### src/ldpw_map.svh
// Overview of operation
// RULE1: line idles high, host only pulls low
// RULE2: low 15 to 45 us shifts a one
// RULE3: low 90 to 120 us shifts a zero
// RULE4: low over 215 us loads last five bits
// RULE5: host keeps line high at least 3 us
// RULE6: five-bit code, 32 linear levels
// RULE7: disable or lockout clears shifter and code
// RULE8: code is zero after power-up
// RULE9: enable high runs, low powers down
// RULE10: host resends code after re-enable; ldpw_host has no enable input and sends only when send is raised
// RULE11: overvoltage stops switching, resumes, never shuts down
// RULE12: out-of-range pulse width is ignored
// RULE13: bits travel most significant first
`ifndef LDPW_MAP_SVH
`define LDPW_MAP_SVH
`define LDPW_CLK_MHZ 100
`define LDPW_ONE_MIN_US 15
`define LDPW_ONE_MAX_US 45
`define LDPW_ZERO_MIN_US 90
`define LDPW_ZERO_MAX_US 120
`define LDPW_LOAD_MIN_US 215
`define LDPW_HIGH_MIN_US 3
`define LDPW_ONE_MIN_CYC (`LDPW_ONE_MIN_US * `LDPW_CLK_MHZ)
`define LDPW_ONE_MAX_CYC (`LDPW_ONE_MAX_US * `LDPW_CLK_MHZ)
`define LDPW_ZERO_MIN_CYC (`LDPW_ZERO_MIN_US * `LDPW_CLK_MHZ)
`define LDPW_ZERO_MAX_CYC (`LDPW_ZERO_MAX_US * `LDPW_CLK_MHZ)
`define LDPW_LOAD_MIN_CYC (`LDPW_LOAD_MIN_US * `LDPW_CLK_MHZ)
`define LDPW_HIGH_MIN_CYC (`LDPW_HIGH_MIN_US * `LDPW_CLK_MHZ)
// host aims at the middle of the one and zero windows, and well past the load and high minimums
`define LDPW_TX_ONE_US 30
`define LDPW_TX_ZERO_US 105
`define LDPW_TX_LOAD_US 300
`define LDPW_TX_HIGH_US 10
`define LDPW_CODE_W 5
`define LDPW_CODE_RST 5'h00
`define LDPW_CNT_W 16
`endif

### src/ldpw_pkg.sv
package ldpw_pkg;
   typedef logic [4:0] ldpw_code_t;
   typedef logic [15:0] ldpw_cnt_t;
   typedef enum logic [1:0] {LDPW_NONE, LDPW_ONE, LDPW_ZERO, LDPW_LOAD} ldpw_sym_e;
   typedef enum logic [1:0] {LDPW_IDLE, LDPW_LOW, LDPW_HIGH} ldpw_tx_e;
endpackage

### src/ldpw_if.sv
`timescale 1ns/10ps
`default_nettype none
interface ldpw_if;
   logic host_line_o;
   logic host_line_oe;
   logic line_in;
   modport dev (input line_in);
   modport host (output host_line_o, output host_line_oe, input line_in);
endinterface
`default_nettype wire

### src/ldpw_dev.sv
`timescale 1ns/10ps
`default_nettype none
`include "ldpw_map.svh"
module ldpw_dev (
   input wire logic clock,
   input wire logic resetn,
   ldpw_if.dev link,
   input wire logic enable,
   input wire logic undervoltage_lockout,
   input wire logic over_voltage,
   input wire logic over_voltage_clear,
   output logic [4:0] brightness,
   output logic load_pulse,
   output logic power_down,
   output logic switch_node_en
);
   typedef struct packed {
      logic [1:0] ls;
      logic [1:0] es;
      logic [1:0] us;
      logic [1:0] os;
      logic [1:0] cs;
      logic low;
      ldpw_pkg::ldpw_cnt_t cnt;
      ldpw_pkg::ldpw_cnt_t hcnt;
      logic high_ok;
      ldpw_pkg::ldpw_code_t sh;
      ldpw_pkg::ldpw_code_t code;
      logic ld;
      logic ovp;
   } ldpw_dev_s;
   ldpw_dev_s s_r, s_nxt;
   // classify a finished low pulse; widths between windows fall to none
   function automatic ldpw_pkg::ldpw_sym_e classify(input ldpw_pkg::ldpw_cnt_t w);
      if (w >= 16'(`LDPW_LOAD_MIN_CYC)) classify = ldpw_pkg::LDPW_LOAD; // RULE4
      else if (w >= 16'(`LDPW_ZERO_MIN_CYC) && w <= 16'(`LDPW_ZERO_MAX_CYC))
         classify = ldpw_pkg::LDPW_ZERO; // RULE3
      else if (w >= 16'(`LDPW_ONE_MIN_CYC) && w <= 16'(`LDPW_ONE_MAX_CYC))
         classify = ldpw_pkg::LDPW_ONE; // RULE2
      else classify = ldpw_pkg::LDPW_NONE; // RULE12
   endfunction
   logic active;
   ldpw_pkg::ldpw_sym_e sym;
   always_comb begin
      s_nxt = s_r;
      sym = ldpw_pkg::LDPW_NONE;
      s_nxt.ls = {s_r.ls[0], link.line_in};
      s_nxt.es = {s_r.es[0], enable};
      s_nxt.us = {s_r.us[0], undervoltage_lockout};
      s_nxt.os = {s_r.os[0], over_voltage};
      s_nxt.cs = {s_r.cs[0], over_voltage_clear};
      s_nxt.ld = 1'b0;
      active = s_r.es[1] && !s_r.us[1]; // RULE9
      if (!active) begin
         s_nxt.sh = `LDPW_CODE_RST; // RULE7
         s_nxt.code = `LDPW_CODE_RST; // RULE7
         s_nxt.low = 1'b0;
         s_nxt.cnt = '0;
         s_nxt.hcnt = '0;
         s_nxt.high_ok = 1'b0;
      end else if (!s_r.ls[1]) begin
         s_nxt.low = 1'b1;
         // saturate so very long lows still read as a load
         if (s_r.cnt != 16'hffff) s_nxt.cnt = s_r.cnt + 16'h0001;
         s_nxt.hcnt = '0;
      end else begin
         if (s_r.low) begin
            // a pulse not preceded by a valid high time is discarded
            if (s_r.high_ok) sym = classify(s_r.cnt);
            case (sym)
               ldpw_pkg::LDPW_ONE: s_nxt.sh = {s_r.sh[3:0], 1'b1}; // RULE13 RULE2
               ldpw_pkg::LDPW_ZERO: s_nxt.sh = {s_r.sh[3:0], 1'b0}; // RULE13 RULE3
               ldpw_pkg::LDPW_LOAD: begin
                  s_nxt.code = s_r.sh; // RULE4 RULE6
                  s_nxt.ld = 1'b1;
               end
               default: ; // RULE12
            endcase
            s_nxt.high_ok = 1'b0;
         end
         s_nxt.low = 1'b0;
         s_nxt.cnt = '0;
         if (s_r.hcnt != 16'hffff) s_nxt.hcnt = s_r.hcnt + 16'h0001;
         if (s_r.hcnt >= 16'(`LDPW_HIGH_MIN_CYC - 1)) s_nxt.high_ok = 1'b1; // RULE5
      end
      // hysteresis: trip sets, falling below 7 percent clears; no shutdown
      if (s_r.os[1]) s_nxt.ovp = 1'b1; // RULE11
      else if (s_r.cs[1]) s_nxt.ovp = 1'b0; // RULE11
   end
   always_ff @(posedge clock or negedge resetn) begin
      if (!resetn) begin
         s_r <= '0; // RULE8
      end else begin
         s_r <= s_nxt;
      end
   end
   assign brightness = s_r.code; // RULE6
   assign load_pulse = s_r.ld;
   assign power_down = !(s_r.es[1] && !s_r.us[1]); // RULE9
   assign switch_node_en = !power_down && !s_r.ovp; // RULE11
endmodule // ldpw_dev
`default_nettype wire

### src/flat_wrapper.sv
// flat-port wrapper written by rule: the top's interface ports become plain ports
module ldpw_dev_flat 
  (clock, resetn, enable, undervoltage_lockout, over_voltage, over_voltage_clear, brightness, load_pulse, power_down, switch_node_en, link_line_in);
  ldpw_if link_i ();
  input wire logic clock;
  input wire logic resetn;
  input wire logic enable;
  input wire logic undervoltage_lockout;
  input wire logic over_voltage;
  input wire logic over_voltage_clear;
  output logic [4:0] brightness;
  output logic load_pulse;
  output logic power_down;
  output logic switch_node_en;
  input wire logic [$bits(link_i.line_in)-1:0] link_line_in;
  assign link_i.line_in = link_line_in;
  ldpw_dev u_core (.clock(clock), .resetn(resetn), .link(link_i), .enable(enable), .undervoltage_lockout(undervoltage_lockout), .over_voltage(over_voltage), .over_voltage_clear(over_voltage_clear), .brightness(brightness), .load_pulse(load_pulse), .power_down(power_down), .switch_node_en(switch_node_en));
endmodule
### config.mk
export PLATFORM = sky130hd
export DESIGN_NAME = ldpw_dev_flat
export DESIGN_NICKNAME = d
export VERILOG_FILES = /design/src/ldpw_pkg.sv /design/src/ldpw_if.sv /design/src/ldpw_dev.sv /design/src/flat_wrapper.sv
export VERILOG_INCLUDE_DIRS = /design/src
export SDC_FILE = /design/constraint.sdc
export NUM_CORES = 1
export LEC_CHECK = 0
export BUFFER_PORTS_ARGS = -buffer_cell sky130_fd_sc_hd__buf_2
export CAP_MARGIN = 15
export CORE_AREA = 2 2 106 108
export CTS_CLUSTER_DIAMETER = 60
export CTS_CLUSTER_SIZE = 16
export DETAILED_ROUTE_END_ITERATION = 6
export DIE_AREA = 0 0 108 110
export PLACE_DENSITY = 0.47
export SYNTH_ARGS = -nofsm -noshare
export SYNTH_HDL_FRONTEND = slang
export SYNTH_SLANG_ARGS = --single-unit
### constraint.sdc
create_clock -name clock -period 4.1 [get_ports clock]
set_input_delay 0.615 -clock clock [delete_from_list [all_inputs] [get_ports clock]]
set_output_delay 0.615 -clock clock [all_outputs]
set_load 0.005 [all_outputs]
**Word-level counts from Yosys, hierarchy flattened**

Index checks and enable logic that the tools add are counted.

- Order comparisons: 6
- Multiplexer cells: 19
- Div/mod/pow operators: 0
- $add $sub $neg: 2
- Eq/ne operators: 12
- Shift operators: 0
- Bitwise operators: 0
- Reduce and logical (&&, ||, !) cells: 11
- Multiply operators: 0

Operator list:

| operator | count |
|---|---|
| $mux 44 | 1 |
| $mux 33 | 1 |
| $add 16x1->16 const B | 2 |
| $mux 16 | 2 |
| $ne 16x16->1 const B | 2 |
| $mux 12 | 2 |
| $ge 16x11->1 const B | 1 |
| $ge 16x14->1 const B | 1 |
| $ge 16x15->1 const B | 1 |
| $ge 16x9->1 const B | 1 |
| $le 16x13->1 const B | 1 |
| $le 16x14->1 const B | 1 |
| $mux 2 | 6 |
| $pmux 5 s2 | 1 |
| $mux 6 | 1 |
| $ne 3x2->1 const B | 2 |
| $ne 3x3->1 const B | 2 |
| $reduce_and 3->1 | 2 |
| $mux 1 | 5 |
| $eq 2x2->1 const B | 2 |
| $logic_and 1x1->1 | 4 |
| $ne 2x1->1 const B | 2 |
| $logic_not 1->1 | 3 |
| $eq 2x1->1 const B | 1 |
| other kinds (3) | 3 |

- Bits in registers: 56
- Bits in writable memories: 0
- Logic and storage cells: 63
- Output and inout port bits: 8
- ROM bits: 0
- Bits in latches: 0
- Bits of input ports: 7
- Memories: 0

**Longest topological paths before layout**

Gate-level depths: netlist of run 1.

- Word-level depth: 15
- Gate-level depth with buffers: 10
- Depth with buffers taken out: 10

**Least setup slack after synthesis of run 1**

Ideal clock, no wire load.

- Path kind: reg2reg
- Start: register u_core.s_r[42] (netlist bit)
- End: register u_core.s_r[7] (netlist bit)
- Path buffers: 1
- Arrival time: 2.086 ns
- Stages on the path, launching flop included: 10
- Path slack: 1.920 ns
- Period minus slack after synthesis: 2.180 ns
- Setup time: 0.094 ns
- Required time: 4.006 ns
- Path through: dfrtp_1 buf_2 nand2b_1 o311ai_0 o31ai_1 a31o_2 ha_1 nor2_1 nor2_1 a211oi_1

- Longest elaborated chain between the ends: 14
- Elaborated cells between the ends (all ways): 22
- Classes of those cells: order compare: 5; eq/ne: 3; mux: 11; reduce/logical: 3

RTL lines:

| what | line | RTL |
|---|---|---|
| start: declaration | ldpw_dev.sv:32 | `ldpw_dev_s s_r, s_nxt;` |
| start signal: assignment | ldpw_dev.sv:94 | `s_r <= s_nxt;` |
| $ge 16x11->1 or $le 16x13->1 (tied branches) | ldpw_dev.sv:38 | `` else if (w >= 16'(`LDPW_ONE_MIN_CYC) && w <= 16'(`LDPW_ONE_MAX_CYC)) `` |
| $logic_and 1x1->1 | ldpw_dev.sv:38 |  |
| $mux 1 | ldpw_dev.sv:38 |  |
| $mux 2 | ldpw_dev.sv:36 | `` else if (w >= 16'(`LDPW_ZERO_MIN_CYC) && w <= 16'(`LDPW_ZERO_MAX_CYC)) `` |
| $mux 2 * | ldpw_dev.sv:35 | `` if (w >= 16'(`LDPW_LOAD_MIN_CYC)) classify = ldpw_pkg::LDPW_LOAD; `` |
| $mux 2 * | ldpw_dev.sv:69 | `if (s_r.high_ok) sym = classify(s_r.cnt);` |
| $mux 2 * | ldpw_dev.sv:67 | `if (s_r.low) begin` |
| $mux 2 * | ldpw_dev.sv:61 | `end else if (!s_r.ls[1]) begin` |
| $mux 2 * | ldpw_dev.sv:54 | `if (!active) begin` |
| $eq 2x2->1 or $eq 2x1->1 (tied branches) | ldpw_dev.sv:70 | `case (sym)` |
| $pmux 5 s2 | ldpw_dev.sv:70 |  |
| $mux 12 | ldpw_dev.sv:67 |  |
| $mux 12 | ldpw_dev.sv:61 |  |
| $mux 44 | ldpw_dev.sv:54 |  |

Mark *: on every way between the ends. The rest lies on a longest branch, timed or not. The select of a mux whose other input is x is not followed.
A chain may end at the register's enable or synchronous reset.

**Worst setup path in the final report of run 1**

- Start: register u_core.s_r[39] (netlist bit)
- End: register u_core.s_r[7] (netlist bit)

Same word-level chain as after synthesis.

==> impl_metrics.env, run 1 <==
export IMPL_hold_viol_final=0
export IMPL_syn_area_sq_um=3180
export IMPL_drtAntennaViolNets=0
export IMPL_yosysSeqAreaShare_pct=44.1
export IMPL_path_buf_inv=0
export IMPL_slew_headroom_pct=28.9
export IMPL_finalNonFillerCells=462
export IMPL_slew_violations=0
export IMPL_fmax_ghz=0.385
export IMPL_crit_top_cell="nor2_1"
export IMPL_crit_fanout=13
export IMPL_worst_slew_pin_slew_ns=1.06
export IMPL_cts_tree="built"
export IMPL_synth_nets=338
export IMPL_crit_path_end_kind="flip-flop"
export IMPL_arrival_ns=2.82
export IMPL_clk_pin_slew_ns=0.10
export IMPL_io_buffers=14
export IMPL_hold_path_class="in2async"
export IMPL_routedWlPerCell_microns=15.3
export IMPL_timing_final_crit_share_pct=63.4
export IMPL_grt_pass1_vias=2309
export IMPL_r2r_slack_ns=1.50
export IMPL_maxCapViolCount=0
export IMPL_worst_r2r_startpoint="u_core.s_r[39]"
export IMPL_synth_edff_count=0
export IMPL_cp_slowest_cell="dfrtp_1"
export IMPL_grt_start_max_net_pins=38
export IMPL_synth_distinct_cells=54
export IMPL_gp_congestion=0.761
export IMPL_dp_cells=455
export IMPL_synth_top_area_cell="dfrtp_1"
export IMPL_detailedRoute_firstIterationViolations=226
export IMPL_rr_worst_depth=8
export IMPL_area_delta_synth_final_pct=5.40
export IMPL_final_util_pct=31.3
export IMPL_root_buffer="clkbuf_8"
export IMPL_grt_remaining_overflow=0
export IMPL_fin_crit_ns=2.60
export IMPL_synth_most_common_cell="dfrtp_1"
export IMPL_path_cells="nand3_1 > o311ai_0 > o31ai_1 > a31o_2 > ha_1 > nor2_1 > nor2_1 > a211oi_1"
export IMPL_insertion_delay_ns=0.32
export IMPL_cts_sinks=56
export IMPL_fin_nets=333
export IMPL_synth_top_cell_area_share_pct=44.1
export IMPL_critPathLaunchType="flip-flop"
export IMPL_path_depth=8
export IMPL_io_pins=15
export IMPL_skew_ns=0.00702
export IMPL_die_area_sq_um=11900
export IMPL_routed_wl_microns=7050
export IMPL_synth_common_cells="dfrtp_1, nand2_1, o21ai_0"
export IMPL_rsz0062_at_grt="no"
export IMPL_cts_max_path_buffers=2
export IMPL_dr_total_vias=2436
export IMPL_post_dp_hpwl_microns=4790
export IMPL_dr_pass1_iters=4
export IMPL_slowest_delay_ns=0.64
export IMPL_post_cts_buffers=0
export IMPL_drc=0
export IMPL_setup_viol=0
export IMPL_ctsHoldBuffers=0
export IMPL_antennaDiodeCount=0
export IMPL_synth_area_leaders="dfrtp_1, mux2i_1, nand2_1"
export IMPL_cts_htree_levels=2
export IMPL_tns_ns=0
export IMPL_gr_usage_all_layers_pct=12.7
export IMPL_leakagePower_uw=0.00129
export IMPL_cts_resized=0
export IMPL_synth_avg_cell_area_sq_um=9.71
export IMPL_path_delay_family="compound AO/OA/AOI/OAI gates"
export IMPL_postSynth_asyncResetShare_pct=100
export IMPL_synth_flop_cell="dfrtp_1"
export IMPL_numCtsBuffers=5
export IMPL_die_w_microns=108
export IMPL_crit_reg2reg_capture="u_core.s_r[7]"
export IMPL_cp_required_ns=4.33
export IMPL_peakVddDrop_v=0.000132
export IMPL_yosysWarnings=0
export IMPL_coreArea_sq_um=10700
export IMPL_power_density_nw_per_um2=269
export IMPL_grt_pass1_wl_microns=11900
export IMPL_totalPowerFinal_uw=901
export IMPL_endpoint="u_core.s_r[7]"
export IMPL_die_h_microns=110
export IMPL_status="finished, final reports clean"
export IMPL_initial_core_util_pct=29.7
export IMPL_antenna_found_initial=0
export IMPL_syn_inst=327
export IMPL_drive_above_1_share_pct=13.0
export IMPL_synth_seq_cells=56
export IMPL_critical_path_class="reg2reg"
export IMPL_rows=38
export IMPL_viasPerCell=5.27
export IMPL_cp_startpoint="u_core.s_r[39]"
metal layers:
layer / wire length [microns] / global-route usage, %
met5: 0 / 0
met3: 249 / 2.23
met4: 40 / 3.66
met2: 3150 / 19.1
met1: 3610 / 18.6
registers in the layout, indices dropped and copies added, names as in the netlist:
signal and cells:
u_core.brightness 5, u_core.load_pulse 1, u_core.s_nxt 5, u_core.s_r 45
worst min-delay path by stage:
stage	end	cells after the start
6_report	u_core.s_r[34]	1
5_1_grt	u_core.s_r[34]	1
4_1_cts	u_core.s_r[34]	1
3_5_place_dp	u_core.s_r[47]	0
3_3_place_gp	u_core.s_r[47]	0
2_1_floorplan	u_core.brightness[0]	0
cell usage in the layout (no fill, tap or decap), types with 2 or more instances in the layout:
cell,instances
clkbuf_8,5
a31o_2,2
a21o_1,2
or4_4,2
inv_1,9
nand2_1,43
o311ai_0,2
o211a_1,2
dfrtp_1,56
a211oi_1,7
nor2_1,11
nor3_1,7
nor4_1,5
or2_2,4
or4_1,3
buf_2,14
ha_1,4
a2111o_1,3
nand3_1,17
a31oi_1,8
or3_1,3
nand4_1,9
nand2b_1,8
and3_1,5
and2_1,4
a21oi_1,16
o31ai_1,4
mux2i_1,17
and4_1,5
o21ai_0,20
a2111oi_4,3
where the power goes:
part / internal [uW] / switching (uW) / total [uW]
sequential: 559 / 4.32 / 563
combinational: 8.46 / 24.7 / 33.2
clock: 117 / 188 / 305
total: 684 / 217 / 901
stage by stage:
step | setup WS, ns | area (sq um) | hold WS [ns]
2_1_floorplan | 1.92 | 3180 | 0.319
3_3_place_gp | 1.54 | 3270 | 0.334
3_5_place_dp | 1.52 | 3270 | 0.335
4_1_cts | 1.49 | 3350 | 0.263
5_1_grt | 1.20 | 3350 | 0.270
6_report | 1.50 | 3350 | 0.249
final cells by class:
| type | count | area (sq um) |
|---|---|---|
| Multi-Input combinational cell | 233 | 1570 |
| Inverter | 11 | 41.3 |
| Fill cell | 1128 | 7350 |
| Tap cell | 140 | 175 |
| Timing Repair Buffer | 15 | 77.6 |
| Clock inverter | 2 | 12.5 |
| Clock buffer | 5 | 68.8 |
| Sequential cell | 56 | 1400 |
cell families (layout without fill, tap and decap cells):
family	Yosys count	count (layout)	share of synthesized area (%)
AOI/OAI and AO/OA	76	76	18.2
DFF	56	56	44.1
xor gates and xnor gates	1	1	0.276
and+or+nand+nor	135	135	24.0
buffers and inverters	38	33	6.42
adders and majority gates	4	4	1.58
muxes	17	17	5.36
worst register-to-register path, cell delays in order (launching register included):
cell	delay, ns
dfrtp_1	0.64
nand3_1	0.22
o311ai_0	0.36
o31ai_1	0.12
a31o_2	0.26
ha_1	0.33
nor2_1	0.31
nor2_1	0.07
a211oi_1	0.20
Power figures use the tool's default switching activity.
==> inputs of run 2 (changes only) <==
--- a/config.mk
+++ b/config.mk
@@ -13,7 +13,7 @@
 export CTS_CLUSTER_SIZE = 16
 export DETAILED_ROUTE_END_ITERATION = 6
 export DIE_AREA = 0 0 108 110
-export PLACE_DENSITY = 0.47
+export PLACE_DENSITY = 0.49
 export SYNTH_ARGS = -nofsm -noshare
 export SYNTH_HDL_FRONTEND = slang
 export SYNTH_SLANG_ARGS = --single-unit
==> constraint.sdc (replaced) <==
create_clock -name clock -period 2.1 [get_ports clock]
set_input_delay 0.315 -clock clock [delete_from_list [all_inputs] [get_ports clock]]
set_output_delay 0.315 -clock clock [all_outputs]
set_load 0.005 [all_outputs]
==> run 2 against run 1 <==
  * Critical endpoint unchanged
  * Largest power group unchanged
  * Fmax up 27%
  * Sequential power is 95% higher
  * Die area is the same
  * Clock skew about the same
  * Register-to-register slack worse by 1.4 ns
  * Total power increased by 100%
==> impl_metrics.env, run 2 (synthesis results as in run 1) <==
export IMPL_crit_path_end_kind="flip-flop"
export IMPL_rr_worst_depth=8
export IMPL_drc=0
export IMPL_cp_slowest_cell="dfrtp_1"
export IMPL_maxCapViolCount=0
export IMPL_hold_path_class="in2reg"
export IMPL_timing_final_crit_share_pct=97.2
export IMPL_grt_pass1_wl_microns=13100
export IMPL_routed_wl_microns=7720
export IMPL_drive_above_1_share_pct=26.8
export IMPL_design_area_sq_um=3770
export IMPL_arrival_ns=2.29
export IMPL_coreArea_sq_um=10700
export IMPL_fin_crit_ns=2.04
export IMPL_most_common_layout_cells="dfrtp_1, nand2_1, buf_4"
export IMPL_dr_pass1_iters=4
export IMPL_crit_reg2reg_capture="u_core.s_r[7]"
export IMPL_r2r_slack_ns=0.06
export IMPL_fin_nets=372
export IMPL_leakagePower_uw=0.00151
export IMPL_power_density_nw_per_um2=488
export IMPL_cts_sinks=56
export IMPL_routedWlPerCell_microns=15.4
export IMPL_endpoint="u_core.s_r[7]"
export IMPL_antennaDiodeCount=0
export IMPL_viasPerCell=5.11
export IMPL_crit_fanout=6
export IMPL_area_delta_synth_final_pct=18.8
export IMPL_insertion_delay_ns=0.32
export IMPL_path_cells="a31oi_1 > o311ai_1 > o31ai_1 > a31o_2 > ha_4 > nor2_4 > nor2_1 > a211oi_2"
export IMPL_totalPowerFinal_uw=1840
export IMPL_detailedRoute_firstIterationViolations=126
export IMPL_dpl_cell_area_sq_um=3590
export IMPL_top_register="u_core.s_r"
export IMPL_slew_headroom_pct=64.7
export IMPL_drtAntennaViolNets=0
export IMPL_path_delay_family="compound AO/OA/AOI/OAI gates"
export IMPL_path_depth=8
export IMPL_die_area_sq_um=11900
export IMPL_fmax_ghz=0.490
export IMPL_initial_core_util_pct=29.7
export IMPL_clk_pin_slew_ns=0.12
export IMPL_dr_total_vias=2564
export IMPL_regArea_sq_um=1410
export IMPL_mostFrequentLayoutCell="dfrtp_1"
export IMPL_setup_viol=0
export IMPL_dp_cells=492
export IMPL_peakVddDrop_v=0.000308
export IMPL_skew_ns=0.00734
export IMPL_die_h_microns=110
export IMPL_antenna_found_initial=0
export IMPL_root_buffer="clkbuf_8"
export IMPL_grt_pass1_vias=2675
export IMPL_slew_violations=0
export IMPL_numCtsBuffers=5
export IMPL_path_buf_inv=0
export IMPL_cts_tree="built"
export IMPL_largest_reg_flops=45
export IMPL_rows=38
export IMPL_multi_input_area_sq_um=1640
export IMPL_grt_remaining_overflow=0
export IMPL_worst_r2r_startpoint="u_core.s_r[35]"
export IMPL_fill_cells=1101
export IMPL_io_buffers=14
export IMPL_io_pins=15
export IMPL_slowest_delay_ns=0.48
export IMPL_finalNonFillerCells=502
export IMPL_critPathLaunchType="flip-flop"
export IMPL_cts_htree_levels=2
export IMPL_post_dp_hpwl_microns=5410
export IMPL_gp_congestion=0.950
export IMPL_hold_viol_final=0
export IMPL_cp_required_ns=2.35
export IMPL_critical_path_class="reg2reg"
export IMPL_grt_start_max_net_pins=57
export IMPL_gr_usage_all_layers_pct=14.1
export IMPL_status="finished, final reports clean"
export IMPL_worst_slew_pin_slew_ns=0.528
export IMPL_die_w_microns=108
export IMPL_rsz0062_at_grt="yes"
export IMPL_cp_startpoint="u_core.s_r[35]"
export IMPL_cts_max_path_buffers=2
==> run 2: changes by cell type in the layout (fill, tap and decap cells not counted), sizes merged <==
cell / previous run / this run
buf: 15 / 53
dlygate4sd3: 0 / 1
inv: 10 / 11
==> run 2: power by group <==
part / switching (uW) / internal (uW) / total, uW
logic: 54.8 / 28.2 / 83.0
clock network: 413 / 247 / 660
registers: 6.07 / 1090 / 1100
==> run 2: cell type report <==
type                            count  share of cell area [%]
Clock buffer                        5                    1.82
Clock inverter                      3                   0.729
Multi-Input combinational cell    233                    43.6
Timing Repair Buffer               54                    10.9
Tap cell                          140                    4.64
Inverter                           11                    1.09
Sequential cell                    56                    37.3
==> run 2: worst register-to-register path: stages (launching register included) <==
cell and delay [ns]:
dfrtp_1 0.48, a31oi_1 0.13, o311ai_1 0.30, o31ai_1 0.12, a31o_2 0.29, ha_4 0.26, nor2_4 0.16, nor2_1 0.07
a211oi_2 0.14
==> run 2: what timing repair did <==
item                                    4_1_cts  5_1_grt
gates resized for setup                       5       17
endpoints found under the setup margin        5       10
setup buffers                                 1        0
hold buffers                                  1        0
endpoints found under the hold margin        56        0
pin swaps                                     4        5
==> run 2: how the worst min path moves through the flow <==
stage / startpoint / to / slack (ns) / cells past startpoint
finish: enable / u_core.s_nxt[53] / 0.09 / 1
global route: over_voltage_clear / u_core.s_nxt[47] / 0.07 / 1
CTS: over_voltage_clear / u_core.s_nxt[47] / 0.08 / 1
detailed placement: u_core.s_nxt[55] / u_core.s_r[55] / 0.34 / 0
global placement: resetn / u_core.s_r[16] / 0.34 / 2
floorplan: resetn / u_core.brightness[0] / 0.02 / 0
==> run 2: per-layer routing <==
metal	global-route usage (%)	share of wire, %	wire length [microns]
met1	17.4	47	3590
met2	24.5	49	3790
met3	2.82	2.5	193
met4	5.13	1.9	147
met5	0	0	0
==> run 2: through the flow <==
stage	setup slack, ns	TNS (ns)	util [%]	hold slack, ns
6_report	0.0584	0	35.3	0.0883
3_3_place_gp	-0.0386	-0.0386	33.5	0.336
4_1_cts	0.0282	0	34.8	0.0799
3_5_place_dp	-0.0999	-0.184	33.5	0.336
2_1_floorplan	0.00800	0	-	0.0194
5_1_grt	-0.0606	-0.170	35.3	0.0667
==> inputs of run 3 (changes only) <==
--- a/config.mk
+++ b/config.mk
@@ -6,7 +6,7 @@
 export SDC_FILE = /design/constraint.sdc
 export NUM_CORES = 1
 export LEC_CHECK = 0
-export BUFFER_PORTS_ARGS = -buffer_cell sky130_fd_sc_hd__buf_2
+export BUFFER_PORTS_ARGS = -buffer_cell sky130_fd_sc_hd__buf_4
 export CAP_MARGIN = 15
 export CORE_AREA = 2 2 106 108
 export CTS_CLUSTER_DIAMETER = 60
==> run 3 against run 2 <==
  * Hold slack got worse by 0.059 ns
  * Die area unchanged
  * Clock skew increased by 0.0044 ns
  * Fmax increased by 0.53%
  * Sequential power about the same
  * Combinational power decreased by 7.2%
  * Design area increased by 0.70%
  * Non-clock buffer count increased by 1
  * Cell count increased by 0.20%
  * Sequential share of layout area decreased by 0.16 points
==> impl_metrics.env, run 3 (synthesis results as in run 1) <==
export IMPL_fin_hold_ws_ns=0.0290
export IMPL_numCtsBuffers=5
export IMPL_arrival_ns=2.24
export IMPL_crit_reg2reg_capture="u_core.s_r[11]"
export IMPL_antenna_found_initial=0
export IMPL_drc=0
export IMPL_post_dp_hpwl_microns=5230
export IMPL_power_density_nw_per_um2=481
export IMPL_cp_required_ns=2.31
export IMPL_grt_pass1_vias=2575
export IMPL_skew_ns=0.0117
export IMPL_ctsHoldBuffers=0
export IMPL_timing_final_crit_share_pct=96.7
export IMPL_area_delta_synth_final_pct=19.7
export IMPL_grt_pass1_wl_microns=12600
export IMPL_largest_reg_flops=45
export IMPL_routed_wl_microns=7300
export IMPL_fill_cells=1091
export IMPL_mostFrequentLayoutCell="buf_4"
export IMPL_die_area_sq_um=11900
export IMPL_antennaDiodeCount=0
export IMPL_worst_slew_pin_slew_ns=0.722
export IMPL_r2r_slack_ns=0.07
export IMPL_fmax_ghz=0.492
export IMPL_crit_path_end_kind="flip-flop"
export IMPL_path_cells="nor4_2 > nand4_1 > o31ai_2 > a31o_2 > ha_4 > buf_4 > o21ai_1 > a21oi_1"
export IMPL_gp_congestion=0.820
export IMPL_rows=38
export IMPL_hold_path_class="in2async"
export IMPL_slowest_delay_ns=0.49
export IMPL_slew_headroom_pct=51.9
export IMPL_dr_total_vias=2548
export IMPL_viasPerCell=5.07
export IMPL_cts_max_path_buffers=2
export IMPL_most_common_layout_cells="buf_4, dfrtp_1, nand2_1"
export IMPL_drtAntennaViolNets=0
export IMPL_crit_fanout=8
export IMPL_maxCapViolCount=0
export IMPL_regArea_sq_um=1410
export IMPL_io_buffers=14
export IMPL_cts_htree_levels=2
export IMPL_cts_tree="built"
export IMPL_status="finished, final reports clean"
export IMPL_routedWlPerCell_microns=14.5
export IMPL_top_register="u_core.s_r"
export IMPL_gr_usage_all_layers_pct=13.4
export IMPL_slew_violations=0
export IMPL_critical_path_class="reg2reg"
export IMPL_endpoint="u_core.s_r[11]"
export IMPL_grt_remaining_overflow=0
export IMPL_fin_crit_ns=2.03
export IMPL_io_pins=15
export IMPL_path_depth=8
export IMPL_critPathLaunchType="flip-flop"
export IMPL_grt_busiest_layer="met2"
export IMPL_totalPowerFinal_uw=1830
export IMPL_leakagePower_uw=0.00151
export IMPL_insertion_delay_ns=0.32
export IMPL_path_delay_family="compound AO/OA/AOI/OAI gates"
export IMPL_path_buf_inv=1
export IMPL_drive_above_1_share_pct=30.0
export IMPL_peakVddDrop_v=0.000257
export IMPL_cp_startpoint="u_core.s_r[44]"
export IMPL_dr_pass1_iters=4
export IMPL_clk_pin_slew_ns=0.11
export IMPL_grtUsageMet3_pct=2.59
export IMPL_coreArea_sq_um=10700
export IMPL_grt_start_max_net_pins=57
export IMPL_initial_core_util_pct=29.7
export IMPL_rr_worst_depth=8
export IMPL_grtUsageMet1_pct=18.5
export IMPL_die_h_microns=110
export IMPL_die_w_microns=108
export IMPL_detailedRoute_firstIterationViolations=142
export IMPL_cp_slowest_cell="dfrtp_2"
export IMPL_fin_nets=373
export IMPL_root_buffer="clkbuf_8"
export IMPL_setup_viol=0
export IMPL_rsz0062_at_grt="yes"
export IMPL_cts_sinks=56
export IMPL_hold_viol_final=0
export IMPL_use_met2_pct=21.2
export IMPL_multi_input_area_sq_um=1660
export IMPL_worst_r2r_startpoint="u_core.s_r[44]"
==> run 3: cell count changes in the layout (fill, tap and decap cells not counted), sizes merged <==
cell	change
buf	+2
clkbuf	+1
clkinvlp	-1
dlygate4sd3	-1
==> run 3: power breakdown <==
part / leakage (uW) / switching (uW) / internal, uW
Combinational: 0.000718 / 52.4 / 24.6
Clock: 0.0000516 / 381 / 271
Sequential: 0.000743 / 7.06 / 1090
==> run 3: through the flow <==
| step | setup TNS (ns) | std cells | util [%] | area (sq um) | setup slack [ns] |
|---|---|---|---|---|---|
| 3_3_place_gp | -0.0237 | 493 | 33.6 | 3590 | -0.00834 |
| 2_1_floorplan | 0 | 327 | - | 3180 | 0.00800 |
| 5_1_grt | -0.161 | 503 | 35.5 | 3800 | -0.0579 |
| 6_report | 0 | 503 | 35.5 | 3800 | 0.0691 |
| 3_5_place_dp | -0.298 | 493 | 33.6 | 3590 | -0.0749 |
| 4_1_cts | 0 | 502 | 34.8 | 3730 | 0.0136 |
==> run 3: how the worst min path moves through the flow <==
stage	start	end	slack [ns]	cells past startpoint
final	resetn	u_core.s_r[16]	0.03	1
after floorplan	resetn	u_core.brightness[0]	0.02	0
after global placement	u_core.s_nxt[55]	u_core.s_r[55]	0.33	0
after CTS	resetn	u_core.s_r[28]	0.07	1
after detailed placement	u_core.s_nxt[49]	u_core.s_r[49]	0.33	0
after global routing	enable	u_core.s_nxt[53]	0.09	1
==> run 3: final cells by class <==
class                           count  area share [%]
Clock buffer                        6            2.17
Clock inverter                      2           0.362
Inverter                           11            1.09
Multi-Input combinational cell    233            43.8
Sequential cell                    56            37.1
Tap cell                          140            4.61
Timing Repair Buffer               55            10.9
==> run 3: layer usage <==
metal	up-vias	wire length (microns)
met3	9	197
met1	1240	3570
met2	33	3410
li1	1266	-
met4	0	122
met5	-	0
==> run 3: timing repair <==
| item | CTS | global route |
|---|---|---|
| cloned | 0 | 0 |
| pin swaps | 3 | 6 |
| endpoints found under the setup margin | 5 | 7 |
| buffers inserted | 1 | 1 |
| resized for setup | 10 | 25 |
